`src/rtl/dwl_defs.vh`:
```
// Constants for the write-leveling block: mode register one fields, register offsets, timing counts.
// Assumes a 100 MHz system clock and a Wishbone register port.
`ifndef DWL_DEFS_VH
`define DWL_DEFS_VH
`define DWL_MR1_BIT_A1 1
`define DWL_MR1_BIT_A2 2
`define DWL_MR1_BIT_A5 5
`define DWL_MR1_BIT_A6 6
`define DWL_MR1_BIT_A7 7
`define DWL_MR1_BIT_A9 9
`define DWL_MR1_BIT_A12 12
`define DWL_MR1_RESET 16'h0000
`define DWL_MR1_KEEP_MASK 16'h1266
`define DWL_ADDR_MR1 4'h0
`define DWL_ADDR_CMD 4'h4
`define DWL_ADDR_STATUS 4'h8
`define DWL_ADDR_SAMPLE 4'hC
`define DWL_CMD_NOP 2'h0
`define DWL_CMD_MRS1 2'h1
`define DWL_CMD_OTHER 2'h2
`define DWL_CLK_MHZ 100
`define DWL_TWLO_NS 8
`define DWL_TWLO_CYC ((`DWL_TWLO_NS * `DWL_CLK_MHZ) / 1000)
`define DWL_TMOD_CYC 12
`define DWL_TWLDQSEN_CYC 25
`endif

```
`src/rtl/dwl_sync.v`:
```
// Two flip-flop synchroniser for a bus of asynchronous levels.
// Assumes inputs are levels from outside the clk_i domain.
`timescale 1ns/1ps
module dwl_sync #(
  parameter WIDTH = 1
) (
  input wire clk_i,
  input wire rst_i,
  input wire [WIDTH-1:0] async_i,
  output reg [WIDTH-1:0] sync_o
);
  reg [WIDTH-1:0] meta;
  always @(posedge clk_i) begin
    if (rst_i) begin
      meta <= {WIDTH{1'b0}};
      sync_o <= {WIDTH{1'b0}};
    end else begin
      meta <= async_i;
      sync_o <= meta;
    end
  end
endmodule

```
`src/rtl/dwl_top.v`:
```
// Write-leveling logic of a x16 DRAM with mode register one reachable over Wishbone.
// Assumes pins ck, odt and the strobe pairs are asynchronous to clk_i; the testbench checks dq_o and dq_oe_n_o as separate outputs.
//
// Chosen here: the address map and the Wishbone interface to the registers.
`timescale 1ns/1ps
`include "dwl_defs.vh"
module dwl_top #(
  parameter ALL_BITS_FEEDBACK = 1'b0,
  parameter TMOD_CYC = `DWL_TMOD_CYC,
  parameter TWLDQSEN_CYC = `DWL_TWLDQSEN_CYC
) (
  input wire clk_i,
  input wire rst_i,
  input wire [31:0] wb_adr_i,
  input wire [31:0] wb_dat_i,
  input wire [3:0] wb_sel_i,
  input wire wb_we_i,
  input wire wb_cyc_i,
  input wire wb_stb_i,
  output reg [31:0] wb_dat_o,
  output reg wb_ack_o,
  input wire ck_i,
  input wire odt_i,
  input wire upper_lane_strobe_pair_i,
  input wire lower_lane_strobe_pair_i,
  output reg [15:0] dq_o,
  output reg [15:0] dq_oe_n_o,
  output reg dq_undefined_o,
  output reg strobe_term_on_o,
  output reg dq_term_on_o,
  output reg read_strobe_drive_o,
  output reg leveling_o
);
  localparam ST_IDLE = 2'h0;
  localparam ST_WAIT = 2'h1;
  localparam ST_LEVEL = 2'h2;
  localparam TWLO_C = (`DWL_TWLO_CYC < 1) ? 1 : `DWL_TWLO_CYC;

  wire [3:0] pins_s;
  reg [15:0] mr1;
  reg [1:0] state;
  reg [15:0] wait_cnt;
  reg odt_ok;
  reg term_ok;
  reg [1:0] strobe_d;
  reg [1:0] sample;
  reg [1:0] sampled_once;
  reg [3:0] fb_cnt;
  reg [15:0] mrs_count;
  reg [1:0] cmd_err;
  wire bus_req = wb_cyc_i & wb_stb_i & ~wb_ack_o;
  wire bus_wr = bus_req & wb_we_i & (&wb_sel_i[1:0]);
  wire mr1_wr = bus_wr & (wb_adr_i[3:0] == `DWL_ADDR_MR1);
  wire cmd_wr = bus_wr & (wb_adr_i[3:0] == `DWL_ADDR_CMD);
  wire lvl = mr1[`DWL_MR1_BIT_A7];
  wire qoff = mr1[`DWL_MR1_BIT_A12];
  wire [15:0] mr1_new = wb_dat_i[15:0];
  wire exit_wr = lvl & ~mr1_new[`DWL_MR1_BIT_A7];
  // During leveling a non-exit write may only change A12; otherwise the write is flagged and dropped
  wire mr1_legal = ~lvl | exit_wr |
    ((mr1_new & ~(16'h1000)) == (mr1 & ~(16'h1000)));
  wire [1:0] rise = pins_s[3:2] & ~strobe_d;

  dwl_sync #(
    .WIDTH(4)
  ) u_sync (
    .clk_i(clk_i),
    .rst_i(rst_i),
    .async_i({upper_lane_strobe_pair_i, lower_lane_strobe_pair_i, odt_i, ck_i}),
    .sync_o(pins_s)
  );

  always @(posedge clk_i) begin
    if (rst_i) begin
      mr1 <= `DWL_MR1_RESET;
      cmd_err <= 2'h0;
      mrs_count <= 16'h0000;
    end else begin
      if (mr1_wr && mr1_legal) begin
        mr1 <= mr1_new;
        mrs_count <= mrs_count + 16'h0001;
      end
      if (mr1_wr && !mr1_legal) begin
        cmd_err[0] <= 1'b1;
      end
      // Commands other than NOP during leveling are illegal for the controller; only the OTHER command code is flagged here
      if (cmd_wr && lvl && wb_dat_i[1:0] == `DWL_CMD_OTHER) begin
        cmd_err[1] <= 1'b1;
      end else if (bus_wr && wb_adr_i[3:0] == `DWL_ADDR_STATUS && wb_dat_i[8]) begin
        cmd_err <= 2'h0;
      end
    end
  end

  always @(posedge clk_i) begin
    if (rst_i) begin
      wb_ack_o <= 1'b0;
      wb_dat_o <= 32'h00000000;
    end else begin
      wb_ack_o <= bus_req;
      if (bus_req && !wb_we_i) begin
        case (wb_adr_i[3:0])
          `DWL_ADDR_MR1: wb_dat_o <= {16'h0000, mr1};
          `DWL_ADDR_STATUS: wb_dat_o <= {16'h0000, mrs_count[3:0], 2'h0, cmd_err, 2'h0, odt_ok, term_ok,
            2'h0, state};
          `DWL_ADDR_SAMPLE: wb_dat_o <= {28'h0000000, sampled_once, sample};
          default: wb_dat_o <= 32'h00000000;
        endcase
      end
    end
  end

  always @(posedge clk_i) begin
    if (rst_i) begin
      state <= ST_IDLE;
      wait_cnt <= 16'h0000;
      odt_ok <= 1'b0;
      term_ok <= 1'b0;
    end else begin
      case (state)
        ST_IDLE: begin
          odt_ok <= 1'b0;
          term_ok <= 1'b0;
          wait_cnt <= 16'h0000;
          if (lvl) begin
            state <= ST_WAIT;
          end
        end
        ST_WAIT, ST_LEVEL: begin
          if (!lvl) begin
            state <= ST_IDLE;
          end else begin
            if (wait_cnt != 16'hFFFF) begin
              wait_cnt <= wait_cnt + 16'h0001;
            end
            if (wait_cnt + 16'h0001 >= TMOD_CYC[15:0]) begin
              odt_ok <= 1'b1;
            end
            if (odt_ok && pins_s[1] && wait_cnt + 16'h0001 >= TWLDQSEN_CYC[15:0]) begin
              term_ok <= 1'b1;
              state <= ST_LEVEL;
            end
          end
        end
        default: state <= ST_IDLE;
      endcase
    end
  end

  genvar g;
  generate
    for (g = 0; g < 2; g = g + 1) begin : g_lane
      always @(posedge clk_i) begin
        if (rst_i) begin
          strobe_d[g] <= 1'b0;
          sample[g] <= 1'b0;
          sampled_once[g] <= 1'b0;
        end else begin
          strobe_d[g] <= pins_s[2+g];
          if (!lvl) begin
            sampled_once[g] <= 1'b0;
          end else if (rise[g] && state == ST_LEVEL) begin
            sample[g] <= pins_s[0];
            sampled_once[g] <= 1'b1;
          end
        end
      end
    end
  endgenerate

  always @(posedge clk_i) begin
    if (rst_i) begin
      fb_cnt <= 4'h0;
    end else if (|rise) begin
      fb_cnt <= 4'h0;
    end else if (fb_cnt != 4'hF) begin
      fb_cnt <= fb_cnt + 4'h1;
    end
  end

  // Both lanes share one CK sample path, so lane skew stays within a cycle
  always @(posedge clk_i) begin
    if (rst_i) begin
      dq_o <= 16'h0000;
      dq_oe_n_o <= 16'hFFFF;
      dq_undefined_o <= 1'b0;
      strobe_term_on_o <= 1'b0;
      dq_term_on_o <= 1'b0;
      read_strobe_drive_o <= 1'b0;
      leveling_o <= 1'b0;
    end else begin
      leveling_o <= lvl;
      read_strobe_drive_o <= 1'b0;
      strobe_term_on_o <= lvl & term_ok & pins_s[1];
      dq_term_on_o <= 1'b0;
      dq_undefined_o <= lvl & ~qoff & ~(|sampled_once);
      if (!lvl || qoff) begin
        dq_oe_n_o <= 16'hFFFF;
        dq_o <= 16'h0000;
      end else begin
        dq_oe_n_o <= 16'h0000;
        if (fb_cnt + 4'h1 >= TWLO_C[3:0] || (|sampled_once)) begin
          // Prime bits are DQ0 and DQ8; remaining bits low once sampling has begun, or copies of the lane's prime bit with ALL_BITS_FEEDBACK
          dq_o[0] <= sample[0];
          dq_o[8] <= sample[1];
          dq_o[7:1] <= ALL_BITS_FEEDBACK ? {7{sample[0]}} : 7'h00;
          dq_o[15:9] <= ALL_BITS_FEEDBACK ? {7{sample[1]}} : 7'h00;
        end
      end
    end
  end
endmodule

```
`config.mk`:
```
export PLATFORM = sky130hd
export DESIGN_NAME = dwl_top
export DESIGN_NICKNAME = d
export VERILOG_FILES = /design/src/rtl/dwl_sync.v /design/src/rtl/dwl_top.v
export VERILOG_INCLUDE_DIRS = /design/src /design/src/rtl
export SDC_FILE = /design/constraint.sdc
export NUM_CORES = 1
export LEC_CHECK = 0
export ABC_AREA = 1
export BUFFER_PORTS_ARGS = -buffer_cell sky130_fd_sc_hd__buf_2
export CAP_MARGIN = 15
export CORE_MARGIN = 5
export CORE_UTILIZATION = 51
export CTS_CLUSTER_DIAMETER = 50
export DETAILED_ROUTE_END_ITERATION = 10
export GPL_TIMING_DRIVEN = 0
export HOLD_SLACK_MARGIN = 0.15
export PLACE_DENSITY = 0.81
export SETUP_SLACK_MARGIN = 0.05
export SYNTH_ARGS = -nofsm -noshare
export SYNTH_HDL_FRONTEND = slang
export SYNTH_SLANG_ARGS = --single-unit
```
`constraint.sdc`:
```
create_clock -name clk_i -period 2.2 [get_ports clk_i]
set_input_delay 0.11 -clock clk_i [delete_from_list [all_inputs] [get_ports clk_i]]
set_output_delay 0.11 -clock clk_i [all_outputs]
set_load 0.005 [all_outputs]
```
### Word-level counts from Yosys, hierarchy flattened

Index checks and enable logic that the tools add are counted.

* bits in registers: 126
* input bits: 77
* output and inout port bits: 70
* logic and storage cells: 116

* add/sub/neg operators: 3
* order comparisons: 3
* equality and inequality tests: 15
* muxes and demuxes: 19
* bitwise logic cells: 20
* reduce and logical (&&, ||, !) cells: 32

Operators by type and width (number)
* $mux 16: 3
* $pmux 16 s3: 1
* $add 16x1->16 const B: 2
* $pmux 16 s2: 1
* $ge 16x4->1 const B: 1
* $ge 16x5->1 const B: 1
* $ne 16x16->1 const B: 1
* $eq 15x15->1: 1
* $and 1x1->1: 11
* $logic_and 1x1->1: 11
* $ne 2x2->1 const B: 5
* $reduce_and 3->1: 3
* $eq 4x4->1 const B: 2
* $mux 2: 4
* $reduce_and 2->1: 4
* $reduce_or 2->1: 4
* $mux 1: 7
* $not 1->1: 5
* $add 4x1->4 const B: 1
* $eq 2x2->1 const B: 2
* $eq 4x3->1 const B: 1
* $ge 4x1->1 const B: 1
* $logic_not 4->1: 1
* $ne 4x4->1 const B: 1
* 12 further kinds: 18

### Longest topological paths before layout

Gate-level depths: netlist of run 1.

* word-level depth: 9
* gate-level depth with buffers: 15
* gate-level depth less buffers: 15

### Cells and area by module

From an unflattened synthesis of run 1, not the netlist that was laid out.

* cell total of the unflattened synthesis: 581
* area total of the unflattened synthesis: 4306.6 µm²

By module, submodules not included
* dwl_top: times used 1, cells each 556, area an instance 4075.2 µm², sequential area each 1501.4 µm²
* dwl_sync: times used 1, cells each 25, area an instance 231.5 µm², sequential area each 160.2 µm²

### Least setup slack after synthesis of run 1

OpenSTA, ideal clock, no wires.

* path type: reg2reg
* start point: reg state[1]
* end point: reg wait_cnt[6]
* setup time: 0.116 ns
* arrival time: 1.756 ns
* data required time: 2.084 ns
* setup slack: 0.328 ns
* cell stages (with the launch flop): 11
* path buffers: 2
* clock period less this slack: 1.872 ns
* cells stage by stage: dfxtp_1 -> inv_1 -> ha_1 -> buf_2 -> inv_1 -> nor4_1 -> nand4_1 -> nand2_2 -> inv_2 -> buf_2 -> o211a_1

* cells in the longest elaborated chain, start to end: 4
* elaborated cells between the ends (all ways): 9
* classes of those cells: eq/ne: 4; mux: 1; reduce/logical: 4

Ends and longest elaborated chain
* from (decl): RTL line dwl_top.v:41 `reg [1:0] state;`
* from (signal assigned): RTL line dwl_top.v:115 `state <= ST_IDLE;`
* from (signal assigned): RTL line dwl_top.v:126 `state <= ST_WAIT;`
* from (signal assigned): RTL line dwl_top.v:131 `state <= ST_IDLE;`
* $eq 2x2->1 or $eq 2x1->1 (tied branches): RTL line dwl_top.v:120 `case (state)`
* $reduce_or 2->1: RTL line dwl_top.v:120
* $ne 2x2->1 (no source line) or $reduce_bool 2->1 (tied branches)
* $reduce_and 3->1 (no source line)
* to (signal assigned): RTL line dwl_top.v:134 `wait_cnt <= wait_cnt + 16'h0001;`
* to (decl): RTL line dwl_top.v:42 `reg [15:0] wait_cnt;`

Parallel ways exist; a longest one is shown, timed or not.
A chain may end at the register's enable or synchronous reset.

### Final worst setup path of run 1

* start point: reg state[0]
* end point: reg wait_cnt[3]

Same word-level chain as after synthesis.

==> out/qor.yml, run 1 <==
synth:
  syn_avg_cell_area_sq_um: 7.451
  yosysSeqAreaShare: 0.3825
  ys_ff_latch: 83
  synth_flop_cell: "dfxtp_1"
  yosys_warnings: 0
  netlist_area_sq_um: 4344
  synthCells: 583
  synth-edff-count: 0
  synthDistinctLibCells: 45
  ys_async_sr_fraction: 0
worst_setup_path:
  worst_setup_path_start_kind: "flop"
  cp_data_required_time_ns: 2.47
  cp_max_fo: 10
  crit_path_end_kind: "flop"
  cp-startpoint: "state[0]"
  arrival_ns: 2.31
  rr_startpoint: "state[0]"
  crit_type: "reg -> reg"
sta:
  tightestPinTransition_ns: 0.5787
  max_clock_freq_ghz: 0.4904
  hold_viol: 0
  min_period_ns: 2.039
  skew_ns: 0.01187
  timing.final.crit_share: 0.9268
  rsz0062_at_grt: "false"
  relSlewSlack: 0.6142
  finalMaxSlewViolations: 0
  setup_viol: 0
final_layout:
  diodes: 0
  synthToLayoutAreaGrowth_pct: 27.53
  fillerInstances: 648
  postLayoutCellArea_sq_um: 5540
  final_cells: 839
  nets: 815
  drive_gt1_frac: 0.2548
  utilization: 0.6709
detailed_routing:
  drc: 0
  vias_per_cell: 5.154
  vias: 4324
  dr.pass1.iters: 5
  wl_per_cell_microns: 14.07
  drt_iter0_drc: 340
  wl_microns: 11810
  ant_nets: 0
power:
  vdd_drop_max_v: 0.0003678
  powerDensity_nw_per_um2: 545.2
  p_leak_uw: 0.002444
global_route:
  antenna_found_initial: 0
  gr-usage-all-layers: 0.2210
  grt_pass1_vias: 4053
  gr-total-overflow: 0
  grt_pass1_wl_microns: 18340
  grt_max_degree: 17
die:
  core_region_area_sq_um: 8258
  die_h_microns: 102.3
  die_w_microns: 102.3
  rows: 33
  io_pins: 147
  fp.dieArea_sq_um: 10460
  initial_core_util: 0.5261
placement:
  port_buffers: 68
  dp.cells: 787
  placed_cell_area_sq_um: 4932
  routabilityCongestion: 0.9638
  hpwl_microns: 7967
clocking:
  clk_path_buf_depth: 2
  numCtsBuffers: 9
  cts_tree: "built"
  clock_latency_ns: 0.36
  cts.clk_slew.worst_paths_ns: 0.09
  htreeDepth: 3
  cts-root-buf: "clkbuf_8"
  cts_num_sinks: 83
run:
  drv_cap: 0
run_status:
  status: "finished clean"
min_path:
  hold_start: "wb_adr_i[0]"
  hold_path_class: "in -> reg"
## cell usage in the layout (no fill, tap or decap), types with 4 or more instances in the layout
cell type       n
ha_1            8
o21ai_0        40
nor2_1         60
dfxtp_1        80
nor3_1          9
buf_6           4
nand3_2         5
nand2_1        95
nand3_1        19
buf_4          55
conb_1         32
nor2_4          5
clkbuf_8       10
a211oi_1        5
o22ai_1         4
a21oi_1        45
inv_1          64
dlygate4sd3_1  27
xnor2_1        10
nand2_2         9
xor2_1          5
buf_2          70
clkbuf_1        9
nand4_1        10
## where the power goes
part / internal, uW / leakage [uW] / switching [uW]
clock network: 677 / 0.000110 / 574
logic: 121 / 0.00166 / 125
registers: 1510 / 0.000672 / 8.31
## cells in the mapped netlist, types with 2 or more instances
master	n	area, sq um
nand2_1	95	356.6
dfxtp_1	83	1662
inv_1	64	240.2
nor2_1	61	229.0
buf_4	47	352.8
a21oi_1	45	225.2
o21ai_0	42	210.2
nand3_1	19	95.09
nand4_1	10	62.56
xnor2_1	10	87.58
ha_1	9	112.6
nand2_2	9	56.30
nor3_1	9	45.04
clkbuf_1	8	30.03
buf_2	6	30.03
nand3_2	6	60.06
a211oi_1	5	37.54
xor2_1	5	43.79
inv_2	4	15.01
nor2_4	4	45.04
o22ai_1	4	25.02
nor4_1	3	18.77
o31ai_1	3	22.52
a21oi_2	2	17.52
clkinv_1	2	7.510
nand2_4	2	22.52
nand3b_1	2	15.01
nor2_2	2	12.51
nor3b_1	2	15.01
o211a_1	2	20.02
o211ai_1	2	15.01
o21a_1	2	15.01
or2_2	2	12.51
## path summary, 6_finish.rpt
check / end / slack (ns) / cells after the start
worst max-delay path: wait_cnt[3] / 0.16 / 10
worst min-delay path: wb_dat_o[10] / 0.22 / 6
worst max register to register: wait_cnt[3] / 0.16 / 10
worst min register to register: u_sync.sync_o[3] / 0.41 / 2
## sequential cells by signal (all words and copies together), names as in the netlist
name / count
mr1: 16
dq_o: 2
mrs_count: 4
strobe_d: 2
leveling_o: 1
dq_undefined_o: 1
strobe_term_on_o: 1
state: 2
u_sync.meta: 4
sample: 2
cmd_err: 2
u_sync.sync_o: 4
fb_cnt: 4
sampled_once: 2
dq_oe_n_o: 1
odt_ok: 1
term_ok: 1
wait_cnt: 16
wb_dat_o: 16
wb_ack_o: 1
## what timing repair did
action | 4_1_cts | 5_1_grt
pin swaps | 1 | 5
setup buffers | 3 | 5
hold buffers | 26 | 1
setup endpoints to repair | 9 | 30
gates cloned | 0 | 1
hold endpoints to repair | 28 | 1
resized for setup | 1 | 17
## layout make-up
type / instances / area, sq um / area share
repair buffers: 103 / 670.6 / 0.1210
flip-flops and latches: 83 / 1665 / 0.3006
plain buffers: 63 / 454.2 / 0.08198
inverters: 70 / 265.3 / 0.04788
well taps: 105 / 131.4 / 0.02371
clock inverters: 5 / 85.08 / 0.01536
multi-input cells: 399 / 2127 / 0.3839
clock buffers: 11 / 141.4 / 0.02552
## cell families after synthesis
group | synth area share
xor gates and xnor gates | 0.03399
other | 0.0008632
buffers and inverters | 0.1601
and+or+nand+nor | 0.2491
DFF | 0.3825
AOI/OAI and AO/OA | 0.1475
adders and majority gates | 0.02592
## worst max-delay path, stage by stage (launching register included)
cell and delay (ns):
dfxtp_1 0.35, inv_1 0.08, ha_1 0.30, buf_6 0.13, inv_1 0.06, nor4_1 0.16, nand4_1 0.18, nand2_2 0.18
clkbuf_4 0.25, nand2_1 0.09, a21oi_1 0.18
## stage by stage
step | setup WS [ns] | setup TNS [ns] | power, uW | hold WS (ns)
3_3_place_gp | -0.01922 | -0.05656 | 1749 | 0.3184
6_report | 0.1609 | 0 | 3021 | 0.2250
3_5_place_dp | -0.03238 | -0.1371 | 1755 | 0.3275
2_1_floorplan | 0.3278 | 0 | 1689 | 0.2170
4_1_cts | 0.06342 | 0 | 3004 | 0.1902
5_1_grt | 0.03039 | 0 | 3120 | 0.2567
## layer usage
| layer | up-vias | GRT usage | wire length [microns] |
|---|---|---|---|
| met5 | - | 0 | 0 |
| met4 | 0 | 0.1100 | 422 |
| met3 | 46 | 0.03549 | 1078 |
| met2 | 267 | 0.3733 | 5653 |
| met1 | 1915 | 0.2728 | 4651 |
| li1 | 2096 | - | - |
(Power assumes the default switching activity.)
==> run 2, diff against run 1 <==
CORE_ASPECT_RATIO = 0.6   (was unset)
==> run 2 against run 1 <==
Clock power is 13% higher. Die area is 0.58% higher. Register-to-register slack hardly changed. Via count is 1.4% lower. Combinational power is 2% lower. Global-route usage is 0.13 points higher. Sequential share of layout area is 0.21 points lower. Critical path depth stayed put. Critical endpoint is now wait_cnt[15].
==> out/qor.yml, run 2 (synthesis gave the netlist of run 1 again) <==
final_layout:
  multi_input_area_sq_um: 2117
  postLayoutCellArea_sq_um: 5572
  diodes: 0
  reg_top3: "mr1: 16 flops, wait_cnt: 16 flops, wb_dat_o: 16 flops"
  synthToLayoutAreaGrowth_pct: 28.25
  fillerInstances: 651
  layout_common_cells: "nand2_1, dfxtp_1, buf_2"
  nets: 813
  regArea_sq_um: 1663
  drive_gt1_frac: 0.2568
  final_common_cell: "nand2_1"
  final_cells: 844
placement:
  hpwl_microns: 8557
  routabilityCongestion: 0.9231
  port_buffers: 68
  dp.cells: 794
  placed_cell_area_sq_um: 4941
power:
  p_leak_uw: 0.002470
  vdd_drop_max_v: 0.0005283
  powerDensity_nw_per_um2: 571.1
clocking:
  cts_tree: "built"
  clock_latency_ns: 0.34
  numCtsBuffers: 9
  clk_path_buf_depth: 2
  cts-root-buf: "clkbuf_16"
  cts.clk_slew.worst_paths_ns: 0.06
  htreeDepth: 3
  cts_num_sinks: 83
detailed_routing:
  vias_per_cell: 5.050
  drt_iter0_drc: 476
  wl_per_cell_microns: 13.86
  ant_nets: 0
  drc: 0
  vias: 4262
  wl_microns: 11690
  dr.pass1.iters: 5
die:
  io_pins: 147
  die_w_microns: 129.2
  initial_core_util: 0.5176
  rows: 26
  die_h_microns: 81.49
  fp.dieArea_sq_um: 10520
  core_region_area_sq_um: 8393
sta:
  min_period_ns: 2.039
  max_clock_freq_ghz: 0.4904
  timing.final.crit_share: 0.9269
  relSlewSlack: 0.5212
  skew_ns: 0.008893
  hold_viol: 0
  tightestPinTransition_ns: 0.7127
  finalMaxSlewViolations: 0
  setup_viol: 0
  rsz0062_at_grt: "false"
global_route:
  grt_max_degree: 17
  grt_pass1_vias: 3929
  gr-usage-all-layers: 0.2223
  antenna_found_initial: 0
  grt_pass1_wl_microns: 18570
  gr-total-overflow: 0
worst_setup_path:
  crit_type: "reg -> reg"
  arrival_ns: 2.28
  cp_slowest_stage_delay_ns: 0.33
  worst_setup_path_start_kind: "flop"
  crit_path_end_kind: "flop"
  cp_max_fo: 10
  cp_data_required_time_ns: 2.44
  critPathBufInv: 5
  path_cells: "inv_1, ha_1, buf_6, inv_1, clkbuf_4, nand2_1, nand2_1, nand2_4, clkbuf_4, a211oi_1"
  cp_top_family: "buffers and inverters"
  worst_path_max_delay_cell: "dfxtp_1"
run_status:
  status: "finished clean"
run:
  drv_cap: 0
min_path:
  hold_path_class: "in -> reg"
[run 2: cell count changes in the layout (fill, tap and decap cells not counted), sizes merged]
cell / delta
clkinv: +2
clkbuf: +1
dlygate4sd3: -2
bufinv: -2
nor2: -1
[run 2: worst paths after layout]
kind                  startpoint          endpoint  slack (ns)  depth (start not counted)
setup / recovery        state[0]      wait_cnt[15]        0.16                         10
hold / removal           wb_we_i       wb_dat_o[0]        0.16                          4
setup reg to reg        state[0]      wait_cnt[15]        0.16                         10
hold reg to reg   u_sync.meta[2]  u_sync.sync_o[2]        0.40                          2
[run 2: power by group]
part / total, uW / switching [uW] / internal, uW / leakage, uW
combinational: 241 / 123 / 119 / 0.00166
sequential: 1530 / 9.00 / 1520 / 0.000671
clock: 1410 / 597 / 818 / 0.000141
total: 3180 / 729 / 2450 / 0.00247
[run 2: per-layer routing]
| metal | GRT usage | wire (microns) | vias up |
|---|---|---|---|
| li1 | - | - | 2096 |
| met1 | 0.3057 | 5087 | 1907 |
| met2 | 0.3497 | 5084 | 240 |
| met3 | 0.06238 | 1345 | 19 |
| met4 | 0.05136 | 177 | 0 |
| met5 | 0 | 0 | - |
[run 2: cell type report]
| type | instances | area share |
|---|---|---|
| clock buffers | 11 | 0.04536 |
| well taps | 112 | 0.02515 |
| repair buffers | 102 | 0.1181 |
| multi-input cells | 398 | 0.3800 |
| clock inverters | 5 | 0.004940 |
| inverters | 70 | 0.04716 |
| plain buffers | 63 | 0.08084 |
| flip-flops and latches | 83 | 0.2984 |
[run 2: what timing repair did]
| action | CTS | global route |
|---|---|---|
| gates resized for setup | 4 | 13 |
| hold buffers | 25 | 0 |
| pin swaps | 2 | 3 |
| buffers inserted | 4 | 5 |
| endpoints found under the setup margin | 9 | 33 |
| endpoints found under the hold margin | 27 | 0 |
[run 2: stage by stage]
stage	power [uW]	utilization	worst slack, ns	setup TNS, ns	hold slack [ns]
6_report	3182	0.6638	0.1608	0	0.1569
2_1_floorplan	1689	-	0.3278	0	0.2170
5_1_grt	3283	0.6638	0.02480	0	0.1669
4_1_cts	3182	0.6568	0.05099	0	0.1520
3_5_place_dp	1755	0.5887	-0.06785	-0.2251	0.3303
3_3_place_gp	1750	0.5887	-0.04434	-0.1928	0.3216
[run 2: worst min-delay path: cells and delay by family]
kind                   cells  cell delay, ns
AND/OR/NAND/NOR            2            0.18
buffers and inverters      1            0.09
AO/OA/AOI/OAI              1            0.06
